### config.mk
export PLATFORM = sky130hd
export DESIGN_NAME = nvm_write_status_protection
export DESIGN_NICKNAME = d
export VERILOG_FILES = /design/src/nvm_pkg.sv /design/src/nvm_guard_if.sv /design/src/nvm_write_status_protection.sv /design/src/nvm_access_guard.sv
export SDC_FILE = /design/constraint.sdc
export NUM_CORES = 1
export LEC_CHECK = 0
export BUFFER_PORTS_ARGS = -buffer_cell sky130_fd_sc_hd__buf_4
export CORE_AREA = 2 2 202 204
export CTS_BUF_LIST = sky130_fd_sc_hd__clkbuf_8
export DETAILED_ROUTE_END_ITERATION = 8
export DIE_AREA = 0 0 204 206
export GPL_TIMING_DRIVEN = 0
export PLACE_DENSITY_LB_ADDON = 0.1
export SETUP_SLACK_MARGIN = 0.3
export SLEW_MARGIN = 40
export SYNTH_ARGS = -nofsm -noshare
export SYNTH_HDL_FRONTEND = slang
export SYNTH_SLANG_ARGS = --single-unit
### constraint.sdc
create_clock -name clk -period 4.2 [get_ports clk]
set_clock_uncertainty 0.1 [all_clocks]
set_input_delay 0.42 -clock clk [delete_from_list [all_inputs] [get_ports clk]]
set_output_delay 0.42 -clock clk [all_outputs]
set_load 0.01 [all_outputs]
### src/nvm_pkg.sv
// Package with addresses, field positions and reset values of the flash and emulated EEPROM controller.
// Assumes a 24-bit core address bus with byte-wide data.
package nvm_pkg;
    localparam int ADDR_W = 24;
    localparam logic [23:0] STATUS_SECTOR_ADDR = 24'h224002;
    localparam logic [23:0] STATUS_CAUSE_ADDR = 24'h224003;
    localparam logic [23:0] FLASH_CTRL_ADDR = 24'h224000;
    localparam logic [23:0] EEPROM_CTRL_ADDR = 24'h224001;
    localparam logic [23:0] ACCESS_PROTECT_ADDR = 24'h231ffc;
    localparam logic [23:0] WRITE_PROTECT_ADDR = 24'h231ffd;
    localparam logic [23:0] PASSWORD0_ADDR = 24'h231ffe;
    localparam logic [23:0] PASSWORD1_ADDR = 24'h231fff;
    localparam logic [23:0] TEST_AREA_LO = 24'h230000;
    localparam logic [23:0] TEST_AREA_HI = 24'h231f7f;
    localparam logic [23:0] OTP_HI = 24'h231fff;
    localparam logic [23:0] FLASH_LO = 24'h000000;
    localparam logic [23:0] FLASH_HI = 24'h03ffff;
    localparam logic [23:0] EEPROM_LO = 24'h220000;
    localparam logic [23:0] EEPROM_HI = 24'h2203ff;
    localparam logic [23:0] RAM_LO = 24'h200000;
    localparam logic [23:0] RAM_HI = 24'h201fff;
    localparam logic [7:0] BLANK_BYTE = 8'hff;
    localparam logic [7:0] ZERO_BYTE = 8'h00;
    localparam logic [7:0] PROTECT_RESET = 8'hff;
    // Bit positions
    localparam int START_BIT = 7;
    localparam int WRITE_ERROR_BIT = 7;
    localparam int ERASE_FAIL_BIT = 7;
    localparam int PROGRAM_FAIL_BIT = 6;
    localparam int SWAP_BIT = 5;
    localparam int FLASH_PAGE_BIT = 6;
    localparam int FLASH_PROT_BIT = 1;
    localparam int EEPROM_PAGE_BIT = 6;
    localparam int FLASH_LOCK_BIT = 6;
    localparam int TEST_LOCK_BIT = 5;
    localparam int EEPROM_LOCK_BIT = 4;
    localparam int EXT_LOCK_BIT = 3;
    localparam int TEST_MODE_DISABLE_BIT = 7;
    localparam int PASSWORD_OK_BIT_BIT = 6;
    localparam int SECTOR_W = 7;
    localparam int PAGE_LSB_W = 4;
    localparam int MAX_PAIRS = 16;
    // Fetch source encoding
    typedef enum logic [2:0] {
        SRC_FLASH, SRC_TEST, SRC_OTP, SRC_EEPROM, SRC_RAM, SRC_EXTERNAL
    } fetch_src_t;
    // Target space encoding
    typedef enum logic [2:0] {
        SP_FLASH, SP_TEST, SP_PROT, SP_EEPROM, SP_RAM, SP_OTHER
    } space_t;
endpackage

### src/nvm_guard_if.sv
// Interface carrying an access and its protection verdict between the top and the guard.
// Assumes one clock; the guard is purely combinational.
`timescale 1ns/10ps
interface nvm_guard_if;
    logic [23:0] addr;
    nvm_pkg::fetch_src_t src;
    logic [7:0] access_prot;
    logic blocked;
    nvm_pkg::space_t space;
    modport top (output addr, output src, output access_prot, input blocked, input space);
    modport guard (input addr, input src, input access_prot, output blocked, output space);
endinterface

### src/nvm_write_status_protection.sv
// Status, write-command sequencing and protection logic of the flash and emulated EEPROM.
// Assumes a byte-wide core bus with one-cycle read and write strobes and a macro that reports results.
//
// Behaviour
// - Reads of a memory under write return 0xff.
// - Write error flag sets on any failed write, holds until software clears.
// - Seven read-only sector status bits; bits 5 to 0 mirror the six busy sectors, bit 6 reads zero.
// - Sector bit meaning follows error, busy and suspend combination.
// - Erase fail flag sets on erase failure; causes clear with write error.
// - Program fail flag sets when a cell cannot be programmed.
// - Flash overwrite of zero to one sets flag, except protection programming.
// - EEPROM swap failure sets flag, skips old-sector erase, keeps old data.
// - Clearing selection before start cancels and discards latched pairs.
// - Page operations keep only the last latched page address.
// - Access protections forced active in reset, then loaded from test area.
// - Set-protection accepted only when fetched outside flash and test area.
// - Writes to the test area range are always ignored.
// - Protection registers one-time programmable; locked after access lock programmed.
// - Flash lock blocks operands unless fetched from test area or flash.
// - Test lock blocks test, one-time and protection space unless fetched there.
// - EEPROM lock blocks unless fetched from test area, flash or EEPROM.
// - External lock blocks internal spaces for externally fetched code.
// - Password mismatch programs one attempt bit, 2 then 1 then 0; test modes ignore them.
// - First password write programs test mode disable to zero.
// - Matching password programs password-ok bit to zero.
`timescale 1ns/10ps
module nvm_write_status_protection #(
    parameter int PAIRS = nvm_pkg::MAX_PAIRS
) (
    // Clock and reset
    input wire logic clk,
    input wire logic nrst,
    // Core bus
    input wire logic [nvm_pkg::ADDR_W-1:0] bus_addr,
    input wire logic [7:0] bus_wdata,
    input wire logic bus_wr,
    input wire logic bus_rd,
    input wire nvm_pkg::fetch_src_t fetch_src,
    output logic [7:0] bus_rdata,
    // Array read data and protection image from the test area
    input wire logic [7:0] array_rdata,
    input wire logic init_load,
    input wire logic [7:0] init_access_prot,
    input wire logic [7:0] init_write_prot,
    input wire logic [7:0] init_pwd0,
    input wire logic [7:0] init_pwd1,
    // Macro status and results
    input wire logic flash_busy,
    input wire logic eeprom_busy,
    input wire logic erase_suspend,
    input wire logic [5:0] busy_sectors,
    input wire logic op_done,
    input wire logic erase_fail,
    input wire logic program_fail,
    input wire logic overwrite_fail,
    input wire logic swap_fail,
    // Latched operation towards the macro
    output logic flash_start,
    output logic eeprom_start,
    output logic skip_old_erase,
    output logic [nvm_pkg::ADDR_W-1:0] page_addr,
    output logic [4:0] pair_count,
    output logic [7:0] access_prot,
    output logic [7:0] write_prot,
    output logic test_modes_enabled
);
    import nvm_pkg::*;

    logic [7:0] flash_ctrl_ff, eeprom_ctrl_ff;
    logic [7:0] access_prot_ff, write_prot_ff, pwd0_ff, pwd1_ff;
    logic pwd_set_ff;
    logic write_error_ff, erase_fail_ff, program_fail_ff, swap_ff;
    logic [SECTOR_W-1:0] sector_ff;
    logic [7:0] rdata_ff;
    logic [ADDR_W-1:0] page_ff;
    logic [4:0] count_ff;
    logic [7:0] pair_addr_ff [PAIRS];
    logic [7:0] pair_data_ff [PAIRS];
    logic [7:0] pwd_try0_ff, pwd_try1_ff;
    logic pwd_hit0_ff, pwd_hit1_ff;
    logic flash_start_ff, eeprom_start_ff, skip_ff;

    nvm_guard_if gif();
    assign gif.addr = bus_addr;
    assign gif.src = fetch_src;
    assign gif.access_prot = access_prot_ff;

    nvm_access_guard u_guard (
        .g(gif.guard)
    );

    logic hit_ctrl, in_test, is_prot_reg, protect_locked, wr_ok, op_mem_busy;
    logic flash_sel, eeprom_sel, prot_sel;
    logic err_event, clear_error;

    // Register hits and write gating
    assign hit_ctrl = bus_addr == STATUS_SECTOR_ADDR || bus_addr == STATUS_CAUSE_ADDR ||
        bus_addr == FLASH_CTRL_ADDR || bus_addr == EEPROM_CTRL_ADDR;
    assign in_test = bus_addr >= TEST_AREA_LO && bus_addr <= TEST_AREA_HI;
    assign is_prot_reg = bus_addr >= ACCESS_PROTECT_ADDR && bus_addr <= PASSWORD1_ADDR;
    assign protect_locked = !access_prot_ff[FLASH_LOCK_BIT] || !access_prot_ff[TEST_LOCK_BIT];
    assign op_mem_busy = (flash_busy && gif.space == SP_FLASH) ||
        (eeprom_busy && gif.space == SP_EEPROM);
    assign wr_ok = bus_wr && !gif.blocked && !in_test && !op_mem_busy;
    assign flash_sel = flash_ctrl_ff[FLASH_PAGE_BIT];
    assign prot_sel = flash_ctrl_ff[FLASH_PROT_BIT];
    assign eeprom_sel = eeprom_ctrl_ff[EEPROM_PAGE_BIT];
    assign err_event = erase_fail || program_fail || overwrite_fail || swap_fail;
    assign clear_error = bus_wr && bus_addr == STATUS_SECTOR_ADDR && !bus_wdata[WRITE_ERROR_BIT];

    // Control registers; clearing a selection before start cancels the load
    always_ff @(posedge clk or negedge nrst) begin
        if (!nrst) begin
            flash_ctrl_ff <= ZERO_BYTE;
            eeprom_ctrl_ff <= ZERO_BYTE;
        end else begin
            if (bus_wr && bus_addr == FLASH_CTRL_ADDR)
                flash_ctrl_ff <= bus_wdata;
            else if (op_done)
                flash_ctrl_ff <= ZERO_BYTE;
            if (bus_wr && bus_addr == EEPROM_CTRL_ADDR)
                eeprom_ctrl_ff <= bus_wdata;
            else if (op_done)
                eeprom_ctrl_ff <= ZERO_BYTE;
        end
    end

    // Start pulses; set-protection refused when fetched from flash or test area
    always_ff @(posedge clk or negedge nrst) begin
        if (!nrst) begin
            flash_start_ff <= 1'b0;
            eeprom_start_ff <= 1'b0;
        end else begin
            flash_start_ff <= bus_wr && bus_addr == FLASH_CTRL_ADDR && bus_wdata[START_BIT] &&
                !flash_ctrl_ff[START_BIT] && !(prot_sel && (fetch_src == SRC_FLASH ||
                fetch_src == SRC_TEST || fetch_src == SRC_OTP));
            eeprom_start_ff <= bus_wr && bus_addr == EEPROM_CTRL_ADDR && bus_wdata[START_BIT] &&
                !eeprom_ctrl_ff[START_BIT];
        end
    end

    // Address and data pair latch; only the last page address is kept
    always_ff @(posedge clk or negedge nrst) begin
        if (!nrst) begin
            page_ff <= '0;
            count_ff <= '0;
            for (int i = 0; i < PAIRS; i++) begin
                pair_addr_ff[i] <= ZERO_BYTE;
                pair_data_ff[i] <= ZERO_BYTE;
            end
        end else if ((bus_wr && bus_addr == FLASH_CTRL_ADDR && !bus_wdata[FLASH_PAGE_BIT] &&
                      !bus_wdata[FLASH_PROT_BIT] && !flash_ctrl_ff[START_BIT]) ||
                     (bus_wr && bus_addr == EEPROM_CTRL_ADDR && !bus_wdata[EEPROM_PAGE_BIT] &&
                      !eeprom_ctrl_ff[START_BIT]) || op_done) begin
            count_ff <= '0;
            page_ff <= '0;
        end else if (wr_ok && !hit_ctrl && (flash_sel || eeprom_sel || prot_sel) &&
                     int'(count_ff) < PAIRS) begin
            page_ff <= {bus_addr[ADDR_W-1:PAGE_LSB_W], {PAGE_LSB_W{1'b0}}};
            pair_addr_ff[count_ff[3:0]] <= {4'h0, bus_addr[PAGE_LSB_W-1:0]};
            pair_data_ff[count_ff[3:0]] <= bus_wdata;
            count_ff <= count_ff + 5'h01;
        end
    end

    // Error flags; a new event wins over a software clear
    always_ff @(posedge clk or negedge nrst) begin
        if (!nrst) begin
            write_error_ff <= 1'b0;
            erase_fail_ff <= 1'b0;
            program_fail_ff <= 1'b0;
            swap_ff <= 1'b0;
            skip_ff <= 1'b0;
        end else begin
            write_error_ff <= err_event || (write_error_ff && !clear_error);
            erase_fail_ff <= erase_fail || (erase_fail_ff && !clear_error);
            program_fail_ff <= program_fail || (program_fail_ff && !clear_error);
            swap_ff <= (overwrite_fail && !prot_sel) || swap_fail || (swap_ff && !clear_error);
            skip_ff <= swap_fail || (skip_ff && !eeprom_start_ff);
        end
    end

    // Sector status: six busy sectors load bits 5 to 0, bit 6 stays zero
    always_ff @(posedge clk or negedge nrst) begin
        if (!nrst)
            sector_ff <= '0;
        else if (flash_busy || eeprom_busy || erase_suspend || err_event)
            sector_ff <= {1'b0, busy_sectors};
        else if (!write_error_ff)
            sector_ff <= '0;
    end

    // Protection image: access protections forced active in reset, loaded from test area, one-time programmable
    always_ff @(posedge clk or negedge nrst) begin
        if (!nrst) begin
            access_prot_ff <= ZERO_BYTE;
            write_prot_ff <= ZERO_BYTE;
            pwd0_ff <= PROTECT_RESET;
            pwd1_ff <= PROTECT_RESET;
            pwd_set_ff <= 1'b0;
        end else if (init_load) begin
            access_prot_ff <= init_access_prot;
            write_prot_ff <= init_write_prot;
            pwd0_ff <= init_pwd0;
            pwd1_ff <= init_pwd1;
            pwd_set_ff <= !init_write_prot[TEST_MODE_DISABLE_BIT];
        end else if (flash_start_ff && prot_sel && !protect_locked) begin
            for (int i = 0; i < PAIRS; i++) begin
                if (i < int'(count_ff) &&
                    page_ff == {ACCESS_PROTECT_ADDR[ADDR_W-1:PAGE_LSB_W], {PAGE_LSB_W{1'b0}}}) begin
                    case (pair_addr_ff[i][1:0])
                        2'b00: access_prot_ff <= access_prot_ff & pair_data_ff[i];
                        2'b01: write_prot_ff <= write_prot_ff & pair_data_ff[i];
                        default: ;
                    endcase
                end
            end
            if (!pwd_set_ff && (pwd_hit0_ff || pwd_hit1_ff)) begin
                pwd0_ff <= pwd_try0_ff;
                pwd1_ff <= pwd_try1_ff;
                pwd_set_ff <= 1'b1;
                write_prot_ff[TEST_MODE_DISABLE_BIT] <= 1'b0;
            end else if (pwd_set_ff && pwd_hit0_ff && pwd_hit1_ff) begin
                if (pwd_try0_ff == pwd0_ff && pwd_try1_ff == pwd1_ff)
                    write_prot_ff[PASSWORD_OK_BIT_BIT] <= 1'b0;
                else if (access_prot_ff[2])
                    access_prot_ff[2] <= 1'b0;
                else if (access_prot_ff[1])
                    access_prot_ff[1] <= 1'b0;
                else
                    access_prot_ff[0] <= 1'b0;
            end
        end
    end

    // Password candidates gathered as set-protection pairs are loaded
    always_ff @(posedge clk or negedge nrst) begin
        if (!nrst) begin
            pwd_try0_ff <= PROTECT_RESET;
            pwd_try1_ff <= PROTECT_RESET;
            pwd_hit0_ff <= 1'b0;
            pwd_hit1_ff <= 1'b0;
        end else if (op_done || flash_start_ff) begin
            pwd_hit0_ff <= 1'b0;
            pwd_hit1_ff <= 1'b0;
        end else if (bus_wr && prot_sel && bus_addr == PASSWORD0_ADDR) begin
            pwd_try0_ff <= bus_wdata;
            pwd_hit0_ff <= 1'b1;
        end else if (bus_wr && prot_sel && bus_addr == PASSWORD1_ADDR) begin
            pwd_try1_ff <= bus_wdata;
            pwd_hit1_ff <= 1'b1;
        end
    end

    // Read mux: busy memory or blocked operand reads as blank
    always_ff @(posedge clk or negedge nrst) begin
        if (!nrst)
            rdata_ff <= ZERO_BYTE;
        else if (bus_rd) begin
            if (op_mem_busy)
                rdata_ff <= BLANK_BYTE;
            else if (gif.blocked)
                rdata_ff <= BLANK_BYTE;
            else if (bus_addr == STATUS_SECTOR_ADDR)
                rdata_ff <= {write_error_ff, sector_ff};
            else if (bus_addr == STATUS_CAUSE_ADDR)
                rdata_ff <= {erase_fail_ff, program_fail_ff, swap_ff, 5'h00};
            else if (bus_addr == FLASH_CTRL_ADDR)
                rdata_ff <= {flash_ctrl_ff[7:1], flash_busy};
            else if (bus_addr == EEPROM_CTRL_ADDR)
                rdata_ff <= {eeprom_ctrl_ff[7:1], eeprom_busy};
            else if (bus_addr == ACCESS_PROTECT_ADDR)
                rdata_ff <= {1'b1, access_prot_ff[6:0]};
            else if (bus_addr == WRITE_PROTECT_ADDR)
                rdata_ff <= write_prot_ff;
            else if (is_prot_reg)
                rdata_ff <= BLANK_BYTE;
            else
                rdata_ff <= array_rdata;
        end
    end

    // Registered outputs; test_modes_enabled decoded from write_prot_ff
    assign bus_rdata = rdata_ff;
    assign flash_start = flash_start_ff;
    assign eeprom_start = eeprom_start_ff;
    assign skip_old_erase = skip_ff;
    assign page_addr = page_ff;
    assign pair_count = count_ff;
    assign access_prot = access_prot_ff;
    assign write_prot = write_prot_ff;
    assign test_modes_enabled = write_prot_ff[TEST_MODE_DISABLE_BIT] || !write_prot_ff[PASSWORD_OK_BIT_BIT];
endmodule

### src/nvm_access_guard.sv
// Decodes the operand space and decides if the access protection blocks it.
// Assumes the top supplies the live operand address and fetch source.
`timescale 1ns/10ps
module nvm_access_guard (
    // Access to check
    nvm_guard_if.guard g
);
    import nvm_pkg::*;

    // Address to memory space decode
    function automatic space_t decode(input logic [23:0] a);
        if (a >= TEST_AREA_LO && a <= TEST_AREA_HI) decode = SP_TEST;
        else if (a >= ACCESS_PROTECT_ADDR && a <= OTP_HI) decode = SP_PROT;
        else if (a > TEST_AREA_HI && a <= OTP_HI) decode = SP_TEST;
        else if (a >= EEPROM_LO && a <= EEPROM_HI) decode = SP_EEPROM;
        else if (a >= RAM_LO && a <= RAM_HI) decode = SP_RAM;
        else if (a <= FLASH_HI) decode = SP_FLASH;
        else decode = SP_OTHER;
    endfunction

    assign g.space = decode(g.addr);

    // Per-lock blocking, checked on every access
    always_comb begin
        g.blocked = 1'b0;
        if (!g.access_prot[FLASH_LOCK_BIT] && g.space == SP_FLASH &&
            g.src != SRC_TEST && g.src != SRC_FLASH)
            g.blocked = 1'b1;
        if (!g.access_prot[TEST_LOCK_BIT] && (g.space == SP_TEST || g.space == SP_PROT) &&
            g.src != SRC_TEST && g.src != SRC_OTP)
            g.blocked = 1'b1;
        if (!g.access_prot[EEPROM_LOCK_BIT] && g.space == SP_EEPROM &&
            g.src != SRC_TEST && g.src != SRC_FLASH && g.src != SRC_EEPROM)
            g.blocked = 1'b1;
        if (!g.access_prot[EXT_LOCK_BIT] && g.space != SP_OTHER && g.src == SRC_EXTERNAL)
            g.blocked = 1'b1;
    end
endmodule

[Word level (Yosys, flattened, before mapping)]
Cells that the tools add are included.
Storage, ports and cells
  memory bits (read-only): 0
  memory bits (writable): 0
  bits in latches: 0
  flip-flop bits (word level): 374
  word-level logic and storage cells: 459
  memories: 0
  bits of input ports: 94
Cells by class
  bitwise logic cells: 36
  $lt $le $gt $ge: 29
  div/mod/pow operators: 0
  equal/unequal tests: 39
  reduce and logical (&&, ||, !) cells: 151
  $mul: 0
  mux-type cells: 149
  $add $sub $neg: 1
  shift operators: 0
Operator list (count)
  $mux W8: 111
  $and A8 B8 Y8: 32
  $bwmux W128: 2
  $eq A24 B22 Y1 const B: 9
  $ge A24 B22 Y1 const B: 4
  $le A24 B22 Y1 const B: 4
  $logic_and A1 B1 Y1: 72
  $mux W24: 2
  $lt A4 B5 Y1 const A: 8
  $demux W8 S4: 1
  $eq A2 B1 Y1 const B: 16
  $logic_not A2 Y1: 16
  $logic_or A1 B1 Y1: 27
  $mux W3: 9
  $gt A24 B22 Y1 const B: 1
  $le A24 B18 Y1 const B: 1
  $logic_not A1 Y1: 21
  $lt A3 B5 Y1 const A: 4
  $mux W1: 19
  $eq A8 B8 Y1: 2
  $mux W7: 2
  $reduce_bool A2 Y1: 7
  $lt A1 B5 Y1 const A: 2
  $lt A2 B5 Y1 const A: 2
  other kinds (20): 31

[Longest topological paths before layout]
Gate-level depths: netlist of the first run.
  depth after elaboration: 53
  mapped depth: 12

[Hierarchy]
From an unflattened synthesis of the first run, not the netlist that was laid out.
Second synthesis, totals
  cells, all modules: 1701
  area total of the unflattened synthesis: 16265.6 um^2
Modules (own cells, without submodules)
  nvm_write_status_protection: cells each 1666, instances 1, sequential area each 6821.5 um^2, area each 16046.6 um^2
  nvm_access_guard: cells each 35, instances 1, sequential area each 0.0 um^2, area each 219.0 um^2

[Worst setup path after synthesis of the first run]
No wires, ideal clock.
  kind: input port to flip-flop
  start point: input bus_addr[22] in the netlist's numbering
  end point: register pair_addr_ff[112] in the netlist's numbering
  stages: 10
  required time: 3.975 ns
  library setup time: 0.125 ns
  arrival time: 2.854 ns
  slack: 1.121 ns
  cells stage by stage: or4_4 or4_4 o31ai_2 nor4b_1 buf_6 and3_1 buf_2 nor3b_1 buf_6 mux2_4
On the way
  longest elaborated chain between the ends: 23
  elaborated cells between the ends (all ways): 74
  classes of those cells: 10 x order compare; 8 x eq/ne; 10 x mux; 1 x bitwise; 45 x reduce/logical
Ends and longest elaborated chain
  from (decl): RTL line nvm_write_status_protection.sv:34  | input wire logic [nvm_pkg::ADDR_W-1:0] bus_addr,
  $le A24 B18 Y1 (tied with other cells): RTL line nvm_access_guard.sv:17  | else if (a <= FLASH_HI) decode = SP_FLASH;
  $mux W3 or $logic_and A1 B1 Y1 (tied branches): RTL line nvm_access_guard.sv:17, nvm_access_guard.sv:16
  $mux W3: RTL line nvm_access_guard.sv:16  | else if (a >= RAM_LO && a <= RAM_HI) decode = SP_RAM;
  $mux W3: RTL line nvm_access_guard.sv:15  | else if (a >= EEPROM_LO && a <= EEPROM_HI) decode = SP_EEPROM;
  $mux W3: RTL line nvm_access_guard.sv:14  | else if (a > TEST_AREA_HI && a <= OTP_HI) decode = SP_TEST;
  $mux W3: RTL line nvm_access_guard.sv:13  | else if (a >= ACCESS_PROTECT_ADDR && a <= OTP_HI) decode = SP_PROT;
  $mux W3: RTL line nvm_access_guard.sv:12  | if (a >= TEST_AREA_LO && a <= TEST_AREA_HI) decode = SP_TEST;
  $logic_not A3 Y1 (tied with other cells): RTL line nvm_write_status_protection.sv:102, nvm_access_guard.sv:26
  [... 3 more ...]
  $mux W1 or $logic_and A1 B1 Y1 (tied branches): RTL line nvm_access_guard.sv:26, nvm_access_guard.sv:30
  $mux W1: RTL line nvm_access_guard.sv:29  | if (!g.access_prot[TEST_LOCK_BIT] && (g.space == SP_TEST || g.space == SP_PROT) &&
  $mux W1: RTL line nvm_access_guard.sv:32  | if (!g.access_prot[EEPROM_LOCK_BIT] && g.space == SP_EEPROM &&
  $mux W1: RTL line nvm_access_guard.sv:35  | if (!g.access_prot[EXT_LOCK_BIT] && g.space != SP_OTHER && g.src == SRC_EXTERNAL)
  $logic_not A1 Y1: RTL line nvm_write_status_protection.sv:104  | assign wr_ok = bus_wr && !gif.blocked && !in_test && !op_mem_busy;
  $logic_and A1 B1 Y1 (3 in series): RTL line nvm_write_status_protection.sv:104
  $logic_and A1 B1 Y1 (3 in series): RTL line nvm_write_status_protection.sv:157  | end else if (wr_ok && !hit_ctrl && (flash_sel || eeprom_sel || prot_sel) &&
  $reduce_and A2 Y1 (no source line) *
  to (signal, indexed assignment): RTL line nvm_write_status_protection.sv:160  | pair_addr_ff[count_ff[3:0]] <= {4'h0, bus_addr[PAGE_LSB_W-1:0]};
  to (decl): RTL line nvm_write_status_protection.sv:77  | logic [7:0] pair_addr_ff [PAIRS];
Mark *: on every way between the ends. The rest lies on a longest branch, timed or not.
A chain may end at the register's enable or synchronous reset.

[Final worst setup path of the first run]
  start point: register page_ff[12] (netlist: page_addr[12])
  end point: register write_prot_ff[5] (netlist: write_prot[5])
On the way
  longest elaborated chain between the ends: 47
  elaborated cells between the ends (all ways): 62
  classes of those cells: 1 x eq/ne; 45 x mux; 16 x reduce/logical
Ends and longest elaborated chain
  from (decl): RTL line nvm_write_status_protection.sv:75  | logic [ADDR_W-1:0] page_ff;
  from (signal assigned): RTL line nvm_write_status_protection.sv:159  | page_ff <= {bus_addr[ADDR_W-1:PAGE_LSB_W], {PAGE_LSB_W{1'b0}}};
  $eq A24 B22 Y1 *: RTL line nvm_write_status_protection.sv:210  | page_ff == {ACCESS_PROTECT_ADDR[ADDR_W-1:PAGE_LSB_W], {PAGE_LSB_W{1'b0}}}) begin
  $logic_and A1 B1 Y1: RTL line nvm_write_status_protection.sv:209  | if (i < int'(count_ff) &&
  $mux W8: RTL line nvm_write_status_protection.sv:209
  $mux W8 (2 in series)
  $mux W8: RTL line nvm_write_status_protection.sv:211  | case (pair_addr_ff[i][1:0])
  $mux W8: RTL line nvm_write_status_protection.sv:209
  $mux W8 (2 in series)
  $mux W8: RTL line nvm_write_status_protection.sv:211
  [... 29 more ...]
  $mux W8: RTL line nvm_write_status_protection.sv:211
  $mux W8: RTL line nvm_write_status_protection.sv:209
  $mux W8: RTL line nvm_write_status_protection.sv:211
  $mux W8: RTL line nvm_write_status_protection.sv:209
  $mux W8: RTL line nvm_write_status_protection.sv:211
  $mux W8 *: RTL line nvm_write_status_protection.sv:209
  $mux W8 *: RTL line nvm_write_status_protection.sv:207  | end else if (flash_start_ff && prot_sel && !protect_locked) begin
  $mux W8 *: RTL line nvm_write_status_protection.sv:201  | end else if (init_load) begin
  to (signal assigned): RTL line nvm_write_status_protection.sv:203  | write_prot_ff <= init_write_prot;
  to (signal assigned): RTL line nvm_write_status_protection.sv:213  | 2'b01: write_prot_ff <= write_prot_ff & pair_data_ff[i];
  to (decl): RTL line nvm_write_status_protection.sv:70  | logic [7:0] access_prot_ff, write_prot_ff, pwd0_ff, pwd1_ff;
Mark *: on every way between the ends. The rest lies on a longest branch, timed or not. The select of a mux whose other input is x is not followed.

==> results of run 1 <==
-- timing repair --
action / in CTS / in global routing
resized for setup: 11 / 21
pin swaps: 0 / 1
gates cloned: 0 / 0
setup buffers: 0 / 1
hold buffers: 58 / 0
endpoints found under the setup margin: 83 / 36
endpoints found under the hold margin: 262 / 0
-- stage by stage --
| stage | util | total power [W] | setup TNS, ns | hold WS [ns] | area (µm²) |
|---|---|---|---|---|---|
| finish | 0.482 | 0.00589 | 0 | 0.0844 | 19400 |
| global route | 0.482 | 0.00611 | 0 | 0.0616 | 19400 |
| CTS | 0.480 | 0.00595 | 0 | 0.0300 | 19300 |
| detailed placement | 0.441 | 0.00337 | -0.320 | 0.192 | 17700 |
| global placement | 0.436 | 0.00335 | -8.44 | 0.361 | 17500 |
| floorplan | - | 0.00299 | 0 | 0.0244 | 15800 |
-- layout by cell type, fill, tap and decap left out, drive strengths merged, types with 14 or more instances in the layout --
master,n
dfrtp,239
mux2,182
buf,178
nand2,168
clkbuf,149
nor2,108
o21ai,97
a21oi,95
dlygate4sd3,58
mux2i,56
nand3,48
inv,43
nor3,43
dfstp,32
a31oi,28
a211oi,27
nand4,26
nor4,25
nor3b,22
nand2b,21
or3,20
and3,20
xor2,18
o221ai,14
-- logic make-up after synthesis --
| kind of cell | Yosys count |
|---|---|
| other cells | 1 |
| xor+xnor | 19 |
| mux | 238 |
| simple gates | 560 |
| fa+ha+maj | 4 |
| buf+inv | 138 |
| flops | 271 |
| compound gates | 395 |
-- registers in the layout, summed over array words and instances (netlist names), 5 cells and up --
name            count
bus_rdata           8
page_addr          20
pwd1_ff             8
pair_addr_ff       32
pair_data_ff      128
pair_count          5
pwd0_ff             8
sector_ff           6
access_prot         8
eeprom_ctrl_ff      7
write_prot          8
pwd_try0_ff         8
flash_ctrl_ff       7
pwd_try1_ff         8
-- metal layers --
layer  up-vias  wire length, µm  track usage
met4         0             3700        0.172
met5         -                0            0
met2       718            30600        0.502
li1       6623                -            -
met1      7584            28400        0.427
met3       182             4970       0.0585
-- power by group --
group | switching, W | total [W] | internal (W)
Combinational | 0.000394 | 0.000650 | 0.000256
Clock | 0.00121 | 0.00251 | 0.00131
Sequential | 0.0000634 | 0.00273 | 0.00267
Total | 0.00167 | 0.00589 | 0.00423
-- worst paths after layout --
| path | from | endpoint | slack, ns |
|---|---|---|---|
| setup reg to reg | page_addr[12]$_DFFE_PN0P_ | write_prot[5]$_DFFE_PN0P_ | 0.37 |
| hold reg to reg | erase_fail_ff$_DFF_PN0_ | erase_fail_ff$_DFF_PN0_ | 0.38 |
| setup / recovery | page_addr[12]$_DFFE_PN0P_ | write_prot[5]$_DFFE_PN0P_ | 0.37 |
| hold / removal | init_access_prot[0] | access_prot[0]$_DFFE_PN0P_ | 0.08 |
| max in group asynchronous | nrst | pwd1_ff[3]$_DFFE_PN1P_ | 2.83 |
| min in group asynchronous | nrst | pair_addr_ff[112]$_DFFE_PN0P_ | 0.12 |
-- final cells by class --
cell class	instances	area, µm²
fill	3941	20800
sequential	271	6820
multi-input combinational	1220	8540
inverter	20	75.1
tap	532	666
buffer	118	523
clock inverter	25	113
timing repair buffer	206	1780
clock buffer	61	840
antenna	2	5.00
-- worst max-delay path: cells and delay by family (launching register included) --
| kind | cells | cell delay (ns) |
|---|---|---|
| AO/OA/AOI/OAI | 4 | 1.17 |
| buffers and inverters | 2 | 0.79 |
| flip-flops | 1 | 0.43 |
| AND/OR/NAND/NOR | 4 | 1.20 |
==> metrics.csv, run 1 <==
stage,metric,value,unit
synthesis,Post-synth top cells,"dfrtp_1 (239), mux2_2 (162), nand2_1 (160)",
clock_tree,"Reg clk slew, reported paths",0.06,ns
synthesis,Unique masters post-synth,77,
floorplan,full die area,0.0420,mm²
power_and_ir_drop,Peak VDD IR,0.199,mV
synthesis,Synth Area in XOR/XNOR,0.0105,
route,number of remaining DRC errors,0,
synthesis,"count leader, synth",dfrtp_1,
final_layout,share of cells above drive strength 1,0.272,
route,Initial DRC Count,1632,
timing,Period minus WS final,3.83,ns
outcome,run status,completed,
synthesis,"Seq/Total Area, Yosys",0.432,
critical_path,CP Launch Type,register,
synthesis,synthesized area,0.0158,mm²
clock_tree,clk sink count,271,
synthesis,mux contribution to synthesized area,0.170,
clock_tree,CTS HTree Levels,2,
power_and_ir_drop,leakage,8.66,nW
floorplan,# rows,74,
final_layout,Post-layout nets,1986,
grt,largest net degree at the start of global routing,70,
grt,initial antenna violation count,2,
critical_path,Setup crit end kind,register,
run,max_cap viols,0,
critical_path,CP Max Fanout,10,
synthesis,top cell type by total area after synthesis,dfrtp_1,
route,Routed wire per std cell,27.6,µm
clock_tree,CTS buffer count,51,
critical_path,Critical Path Slowest Stage Cell,a211oi_1,
timing,final setup fails,0,
grt,GRT Total Usage,0.322,
synthesis,largest family of logic cells by synthesized area,simple AND/OR/NAND/NOR gates,
synthesis,ys flop type,dfrtp_1,
worst_hold_path,Worst Hold Class,in -> reg,
placed_design,DP Worst Slack,-0.177,ns
synthesis,cells after synthesis,1626,
floorplan,Initial Utilization,0.393,
clock_tree,worst-case clock buffer depth,3,
timing,Final WS setup,0.374,ns
clock_tree,clk root buf,clkbuf_8,
synthesis,area share of the largest cell type after synthesis,0.379,
timing,Peak Freq,261,MHz
critical_path,"slowest stage delay, CP",0.51,ns
critical_path,CP Data Required Time,4.63,ns
floorplan,Die Y,206,µm
placed_design,# port buffers,140,
route,"wirelength, routed",67700,µm
critical_path,CP Class,reg -> reg,
timing,Final Hold Viols,0,
critical_path,CP arrival,4.26,ns
route,vias per cell,6.15,
grt,grt ovf,0,
synthesis,Synth Warn #,0,
floorplan,die extent in x,204,µm
synthesis,Seq cells post-synth,271,
timing,Rel. slew slack,0.395,
route,ANT nets after route,0,
placed_design,DPL Wire Length,50700,µm
final_layout,Post-Layout Cell Count,2455,
timing,Final period util,0.911,
timing,Worst Max-Slew Pin Slew,0.908,ns
synthesis,post-synthesis simple-gate area fraction,0.183,
synthesis,Post-synth EDFFs,0,
synthesis,Synth Area in Compound Gates,0.164,
clock_tree,CTS tree,done,
timing,max-slew violation count,0,
route,vias post-DR,15100,
synthesis,Mapped Avg Cell Area,9.72,µm²
grt,first-pass GRT wire length,99400,µm
grt,vias in the first global route,15000,
worst_hold_path,WHS Path Cells,3,
critical_path,"Cell Chain, Critical Path",nand4_1 -> nor2_2 -> clkbuf_1 -> nand3_1 -> nor2_1 -> clkbuf_2 -> a311oi_1 -> a211oi_1 -> o21ai_0 -> a22o_1,
power_and_ir_drop,PwrDens,304,mW/mm²
synthesis,top post-synthesis cells by area,"dfrtp_1 (38%), mux2_2 (12%), dfstp_2 (5.3%)",
route,drt pass-1 iters,5,
placed_design,Final GP Congestion,1.01,
clock_tree,Clock Latency Late Sink,0.65,ns
timing,RSZ-0062 raised after global routing,yes,
synthesis,adder-cell share of the synthesized area,0.00317,
floorplan,Core Area,0.0402,mm²
final_layout,Layout area overhead,22.6,%
placed_design,Placed Cells,2307,
floorplan,I/O pin total,151,
critical_path,Worst Reg2Reg Path Length in Cells,10,
synthesis,Post-synth ARST share,1.00,
No activity file was read; power rests on OpenSTA's default activity.
==> run 2: changes to the inputs <==
--- a/config.mk
+++ b/config.mk
@@ -5,11 +5,12 @@
 export SDC_FILE = /design/constraint.sdc
 export NUM_CORES = 1
 export LEC_CHECK = 0
+export ABC_AREA = 1
 export BUFFER_PORTS_ARGS = -buffer_cell sky130_fd_sc_hd__buf_4
-export CORE_AREA = 2 2 202 204
+export CORE_AREA = 2 2 206 208
 export CTS_BUF_LIST = sky130_fd_sc_hd__clkbuf_8
 export DETAILED_ROUTE_END_ITERATION = 8
-export DIE_AREA = 0 0 204 206
+export DIE_AREA = 0 0 208 210
 export GPL_TIMING_DRIVEN = 0
 export PLACE_DENSITY_LB_ADDON = 0.1
 export SETUP_SLACK_MARGIN = 0.3
==> run 2 against run 1 <==
  * Cell count increased by 31%
  * Clock power fell by 2%
  * Core utilization fell by 0.28 points
  * Largest cell class unchanged
==> metrics.csv, run 2 <==
stage,metric,value,unit
grt,largest net degree at the start of global routing,74,
synthesis,ys flop type,dfrtp_1,
route,Initial DRC Count,1724,
clock_tree,Clock Latency Late Sink,0.65,ns
floorplan,Core Area,0.0415,mm²
route,vias per cell,5.38,
final_layout,Layout area overhead,20.7,%
timing,Final Hold Viols,0,
route,"wirelength, routed",65600,µm
critical_path,CP Launch Type,register,
final_layout,post-layout util,0.479,
critical_path,Critical Path Sink,pwd1_ff[4]$_DFFE_PN1P_,
timing,RSZ-0062 raised after global routing,no,
critical_path,Worst R2R Start,access_prot[5]$_DFFE_PN0P_,
final_layout,Post-layout nets,2741,
final_layout,"most common cell after layout, fill and taps aside",nand2_1,
synthesis,Unique masters post-synth,59,
route,drt pass-1 iters,5,
clock_tree,CTS HTree Levels,2,
route,vias post-DR,17300,
floorplan,die extent in x,208,µm
grt,first-pass GRT wire length,101000,µm
grt,vias in the first global route,16800,
critical_path,CP Data Required Time,4.66,ns
critical_path,CP Max Fanout,10,
synthesis,top post-synthesis cells by area,"dfrtp_1 (36%), nand2_1 (18%), inv_1 (7.0%)",
critical_path,R2R setup slack,0.72,ns
clock_tree,"Reg clk slew, reported paths",0.06,ns
clock_tree,hold_buf cts,59,
timing,Rel. slew slack,0.362,
clock_tree,clk root buf,clkbuf_8,
timing,Worst Max-Slew Pin Slew,0.957,ns
final_layout,fillers,4272,
clock_tree,worst-case clock buffer depth,3,
power_and_ir_drop,PwrDens,304,mW/mm²
power_and_ir_drop,Peak VDD IR,0.278,mV
synthesis,Post-synth EDFFs,0,
final_layout,max reg flops,128,
timing,setup TNS,0,ns
synthesis,synthesized area,0.0165,mm²
synthesis,Seq cells post-synth,271,
final_layout,Top reg by flops,pair_data_ff,
timing,Peak Freq,287,MHz
outcome,run status,completed,
timing,Final WS setup,0.718,ns
critical_path,CP arrival,3.94,ns
timing,Period minus WS final,3.48,ns
placed_design,DP Worst Slack,0.602,ns
clock_tree,clk sink count,271,
floorplan,# rows,75,
synthesis,area share of the largest cell type after synthesis,0.363,
grt,grt ovf,0,
synthesis,Mapped Avg Cell Area,6.91,µm²
final_layout,Final Instance Area,0.0199,mm²
synthesis,"count leader, synth",nand2_1,
power_and_ir_drop,leakage,9.54,nW
route,Routed wire per std cell,20.4,µm
floorplan,Initial Utilization,0.397,
synthesis,cells after synthesis,2381,
timing,Final period util,0.829,
critical_path,FF-to-FF End,pwd1_ff[4]$_DFFE_PN1P_,
synthesis,Post-synth ARST share,1.00,
final_layout,most frequent cells in the layout,"nand2_1 (802), inv_1 (326), dfrtp_1 (239)",
critical_path,Worst Reg2Reg Path Length in Cells,8,
synthesis,Synth Warn #,0,
worst_hold_path,Worst Hold Class,in -> reg,
timing,max-slew violation count,0,
placed_design,dpl cell area,0.0184,mm²
final_layout,# diodes,0,
final_layout,share of cells above drive strength 1,0.146,
clock_tree,# resized after CTS,0,
synthesis,top cell type by total area after synthesis,dfrtp_1,
clock_tree,setup bufs post-CTS,0,
power_and_ir_drop,overall power,0.00604,W
floorplan,full die area,0.0437,mm²
floorplan,I/O pin total,151,
route,ANT nets after route,0,
synthesis,"Seq/Total Area, Yosys",0.414,
timing,final setup fails,0,
critical_path,CP Class,reg -> reg,
clock_tree,CTS buffer count,50,
grt,GRT Total Usage,0.301,
clock_tree,CTS tree,done,
placed_design,# port buffers,145,
run,max_cap viols,0,
critical_path,Setup crit end kind,register,
placed_design,DPL Wire Length,48700,µm
placed_design,Final GP Congestion,0.905,
grt,initial antenna violation count,0,
critical_path,Worst Setup SP,access_prot[5]$_DFFE_PN0P_,
route,number of remaining DRC errors,0,
floorplan,Die Y,210,µm
synthesis,Post-synth top cells,"nand2_1 (802), inv_1 (306), dfrtp_1 (239)",
## run 2: how the worst min path moves through the flow
stage / startpoint / to / slack, ns / cells past startpoint
4_1_cts: init_access_prot[1] / access_prot[1]$_DFFE_PN0P_ / 0.001 / 5
6_report: bus_addr[9] / page_addr[9]$_DFFE_PN0P_ / 0.04 / 3
2_1_floorplan: nrst / access_prot[0]$_DFFE_PN0P_ / 0.02 / 0
3_5_place_dp: nrst / bus_rdata[0]$_DFFE_PN0P_ / 0.31 / 1
3_3_place_gp: eeprom_start$_DFF_PN0_ / skip_old_erase$_DFF_PN0_ / 0.36 / 1
5_1_grt: bus_addr[8] / page_addr[8]$_DFFE_PN0P_ / 0.04 / 3
## run 2: cell families after synthesis
kind of cell,share of synthesized area
buffers and inverters,0.103
AO/OA/AOI/OAI,0.166
AND/OR/NAND/NOR,0.309
flip-flops,0.414
adder cells (fa/ha/maj),0.00304
XOR/XNOR,0.00372
other,0.000228
## run 2: cell type report
| type | instances | area [µm²] | share of cell area |
|---|---|---|---|
| Inverter | 322 | 1210 | 0.0608 |
| Buffer | 111 | 512 | 0.0258 |
| Tap cell | 539 | 674 | 0.0339 |
| Clock inverter | 26 | 114 | 0.00573 |
| Timing Repair Buffer | 207 | 1770 | 0.0890 |
| Sequential cell | 271 | 6820 | 0.343 |
| Clock buffer | 58 | 798 | 0.0402 |
| Multi-Input combinational cell | 1680 | 7970 | 0.401 |
## run 2: worst max-delay path: stages, from the launching register on
cell	delay, ns
dfrtp_1	0.37
clkbuf_1	0.56
inv_1	0.33
nor4_1	0.77
nor2_1	0.11
nor2_1	0.34
clkbuf_1	0.49
o211ai_1	0.17
o21ai_0	0.12
## run 2: stage by stage
stage	hold slack, ns	std cells
2_1_floorplan	0.0244	2384
4_1_cts	0.00121	3214
3_3_place_gp	0.360	3068
6_report	0.0446	3214
5_1_grt	0.0366	3214
3_5_place_dp	0.312	3071
## run 2: power by group
| group | internal, W | leakage, nW | switching (W) |
|---|---|---|---|
| registers | 0.00268 | 3.57 | 0.0000434 |
| clock network | 0.00124 | 0.540 | 0.00121 |
| logic | 0.000265 | 5.43 | 0.000599 |
| total | 0.00419 | 9.54 | 0.00185 |
## run 2: routing by layer
metal	global-route usage	share of wire
met1	0.408	0.43
met2	0.490	0.46
met3	0.0536	0.081
met4	0.0986	0.030
met5	0	0
==> run 3: changes to the inputs <==
--- a/config.mk
+++ b/config.mk
@@ -5,12 +5,12 @@
 export SDC_FILE = /design/constraint.sdc
 export NUM_CORES = 1
 export LEC_CHECK = 0
-export ABC_AREA = 1
+export ABC_AREA = 0
 export BUFFER_PORTS_ARGS = -buffer_cell sky130_fd_sc_hd__buf_4
-export CORE_AREA = 2 2 206 208
+export CORE_AREA = 2 2 202 204
 export CTS_BUF_LIST = sky130_fd_sc_hd__clkbuf_8
 export DETAILED_ROUTE_END_ITERATION = 8
-export DIE_AREA = 0 0 208 210
+export DIE_AREA = 0 0 204 206
 export GPL_TIMING_DRIVEN = 0
 export PLACE_DENSITY_LB_ADDON = 0.1
 export SETUP_SLACK_MARGIN = 0.3
==> constraint.sdc (replaced) <==
create_clock -name clk -period 3.24 [get_ports clk]
set_clock_uncertainty 0.1 [all_clocks]
set_input_delay 0.324 -clock clk [delete_from_list [all_inputs] [get_ports clk]]
set_output_delay 0.324 -clock clk [all_outputs]
set_load 0.01 [all_outputs]
==> run 3 against run 2 <==
  * Setup slack worse by 0.54 ns
  * Combinational power increased by 8.3%
  * Worst hold slack got worse by 0.027 ns
==> metrics.csv, run 3 (synthesized netlist as in run 1, its figures left out) <==
stage,metric,value,unit
floorplan,Core Area,0.0402,mm²
timing,setup TNS,0,ns
clock_tree,clk root buf,clkbuf_8,
route,vias per cell,6.20,
power_and_ir_drop,Switch Pwr,0.00228,W
run,max_cap viols,0,
final_layout,Post-Layout Cell Count,2567,
final_layout,sequential standard cell area,0.00683,mm²
clock_tree,CTS tree,done,
floorplan,Die Y,206,µm
grt,GRT Total Usage,0.337,
power_and_ir_drop,cell internal pwr,0.00606,W
critical_path,CP arrival,3.49,ns
critical_path,"slowest stage delay, CP",0.52,ns
route,vias post-DR,15900,
final_layout,fillers,3621,
critical_path,Setup crit end kind,register,
critical_path,Critical Path Sink,access_prot[0]$_DFFE_PN0P_,
final_layout,most frequent cells in the layout,"dfrtp_1 (232), buf_4 (223), nand2_1 (155)",
final_layout,share of cells above drive strength 1,0.391,
placed_design,Placed Cells,2307,
floorplan,die extent in x,204,µm
timing,Period minus WS final,3.06,ns
placed_design,# port buffers,140,
timing,Final period util,0.944,
final_layout,Top reg by flops,pair_data_ff,
final_layout,Post-layout nets,2093,
floorplan,Initial Utilization,0.393,
critical_path,CP Launch Type,register,
worst_hold_path,Worst Hold Class,in -> reg,
grt,vias in the first global route,15700,
power_and_ir_drop,Peak VDD IR,0.300,mV
grt,first-pass GRT wire length,104000,µm
clock_tree,worst-case clock buffer depth,3,
final_layout,# diodes,0,
critical_path,Worst R2R Start,pair_count[1]$_DFFE_PN0P_,
route,Initial DRC Count,1582,
power_and_ir_drop,clock network fraction of design power,0.462,
timing,Worst Max-Slew Pin Slew,0.915,ns
timing,RSZ-0062 raised after global routing,yes,
outcome,run status,completed,
power_and_ir_drop,PwrDens,375,mW/mm²
route,drt pass-1 iters,6,
grt,initial antenna violation count,2,
route,Routed wire per std cell,28.1,µm
timing,Rel. slew slack,0.390,
power_and_ir_drop,sequential fraction of design power,0.425,
timing,Final Hold Viols,0,
timing,max-slew violation count,0,
final_layout,max reg flops,128,
critical_path,Worst Setup SP,pair_count[1]$_DFFE_PN0P_,
critical_path,CP Data Required Time,3.67,ns
clock_tree,CTS buffer count,51,
critical_path,CP Class,reg -> reg,
clock_tree,"Reg clk slew, reported paths",0.06,ns
floorplan,full die area,0.0420,mm²
placed_design,dpl cell area,0.0177,mm²
route,ANT nets after route,0,
clock_tree,CTS HTree Levels,2,
floorplan,I/O pin total,151,
critical_path,Worst Reg2Reg Path Length in Cells,10,
power_and_ir_drop,leakage,9.87,nW
final_layout,Final Instance Area,0.0223,mm²
floorplan,# rows,74,
route,"wirelength, routed",72100,µm
power_and_ir_drop,sw frac,0.274,
clock_tree,Clock Latency Late Sink,0.66,ns
final_layout,"most common cell after layout, fill and taps aside",dfrtp_1,
critical_path,FF-to-FF End,access_prot[0]$_DFFE_PN0P_,
final_layout,multi-input logic area,0.00995,mm²
critical_path,"Cell Chain, Critical Path",buf_8 -> buf_4 -> nor2b_1 -> a211oi_2 -> mux2_2 -> a211oi_1 -> a2111oi_2 -> a21oi_4 -> o311ai_4 -> a22o_1,
timing,Peak Freq,327,MHz
final_layout,Layout area overhead,40.9,%
timing,final setup fails,0,
power_and_ir_drop,logic gate share of total power,0.112,
critical_path,Critical Path Slowest Stage Cell,a211oi_2,
critical_path,R2R setup slack,0.18,ns
critical_path,CP Max Fanout,7,
grt,largest net degree at the start of global routing,69,
grt,grt ovf,0,
placed_design,DPL Wire Length,50700,µm
route,number of remaining DRC errors,0,
clock_tree,clk sink count,271,
placed_design,Final GP Congestion,1.01,
[run 3: final cells by class]
type                    instances  share of cell area
well taps                     532              0.0299
plain buffers                 118              0.0387
repair buffers                309               0.122
inverters                      20             0.00337
flip-flops and latches        271               0.307
multi-input cells            1224               0.447
clock inverters                21             0.00804
clock buffers                  72              0.0445
[run 3: metrics by stage]
step	power (W)	util	setup WS, ns	hold WS [ns]
floorplan	0.00388	-	0.257	-0.0716
CTS	0.00835	0.531	0.221	0.00123
finish	0.00834	0.554	0.180	0.0180
global placement	0.00435	0.436	-1.16	0.360
detailed placement	0.00437	0.441	-1.19	0.119
global route	0.00859	0.554	0.134	0.0488
[run 3: power groups by stage]
stage          logic (W)  clock network (W)  registers (W)
4_1_cts         0.000899            0.00391        0.00354
5_1_grt         0.000989            0.00405        0.00355
6_report        0.000937            0.00386        0.00355
3_5_place_dp    0.000775                  0        0.00360
3_3_place_gp    0.000756                  0        0.00359
2_1_floorplan   0.000305                  0        0.00357
[run 3: worst min-delay path by stage]
stage,slack (ns),startpoint,to,cells past startpoint
5_1_grt,0.05,init_write_prot[5],write_prot[5]$_DFFE_PN0P_,4
6_report,0.02,bus_rd,bus_rdata[5]$_DFFE_PN0P_,2
2_1_floorplan,-0.07,nrst,access_prot[0]$_DFFE_PN0P_,0
3_3_place_gp,0.36,erase_fail_ff$_DFF_PN0_,erase_fail_ff$_DFF_PN0_,1
4_1_cts,0.001,bus_rd,bus_rdata[5]$_DFFE_PN0P_,2
3_5_place_dp,0.12,nrst,pair_addr_ff[112]$_DFFE_PN0P_,1
[run 3: worst max-delay path: cells and delay by family, from the launching register on]
| kind | cells | cell delay, ns |
|---|---|---|
| buffers and inverters | 2 | 0.27 |
| muxes | 1 | 0.40 |
| and+or+nand+nor | 1 | 0.05 |
| DFF | 1 | 0.43 |
| AOI/OAI and AO/OA | 6 | 1.69 |
[run 3: what timing repair did]
item / CTS / global route
hold endpoints to repair: 213 / 0
cloned: 9 / 3
gates resized for setup: 288 / 148
pin swaps: 46 / 48
hold buffers: 67 / 0
buffers inserted: 55 / 33
setup endpoints to repair: 202 / 194
[run 3: layer usage]
layer	global-route usage	vias up	wire length [µm]
met5	0	-	0
met4	0.190	0	5340
met3	0.0442	249	5390
met2	0.543	856	32400
met1	0.440	7963	29000
li1	-	6857	-
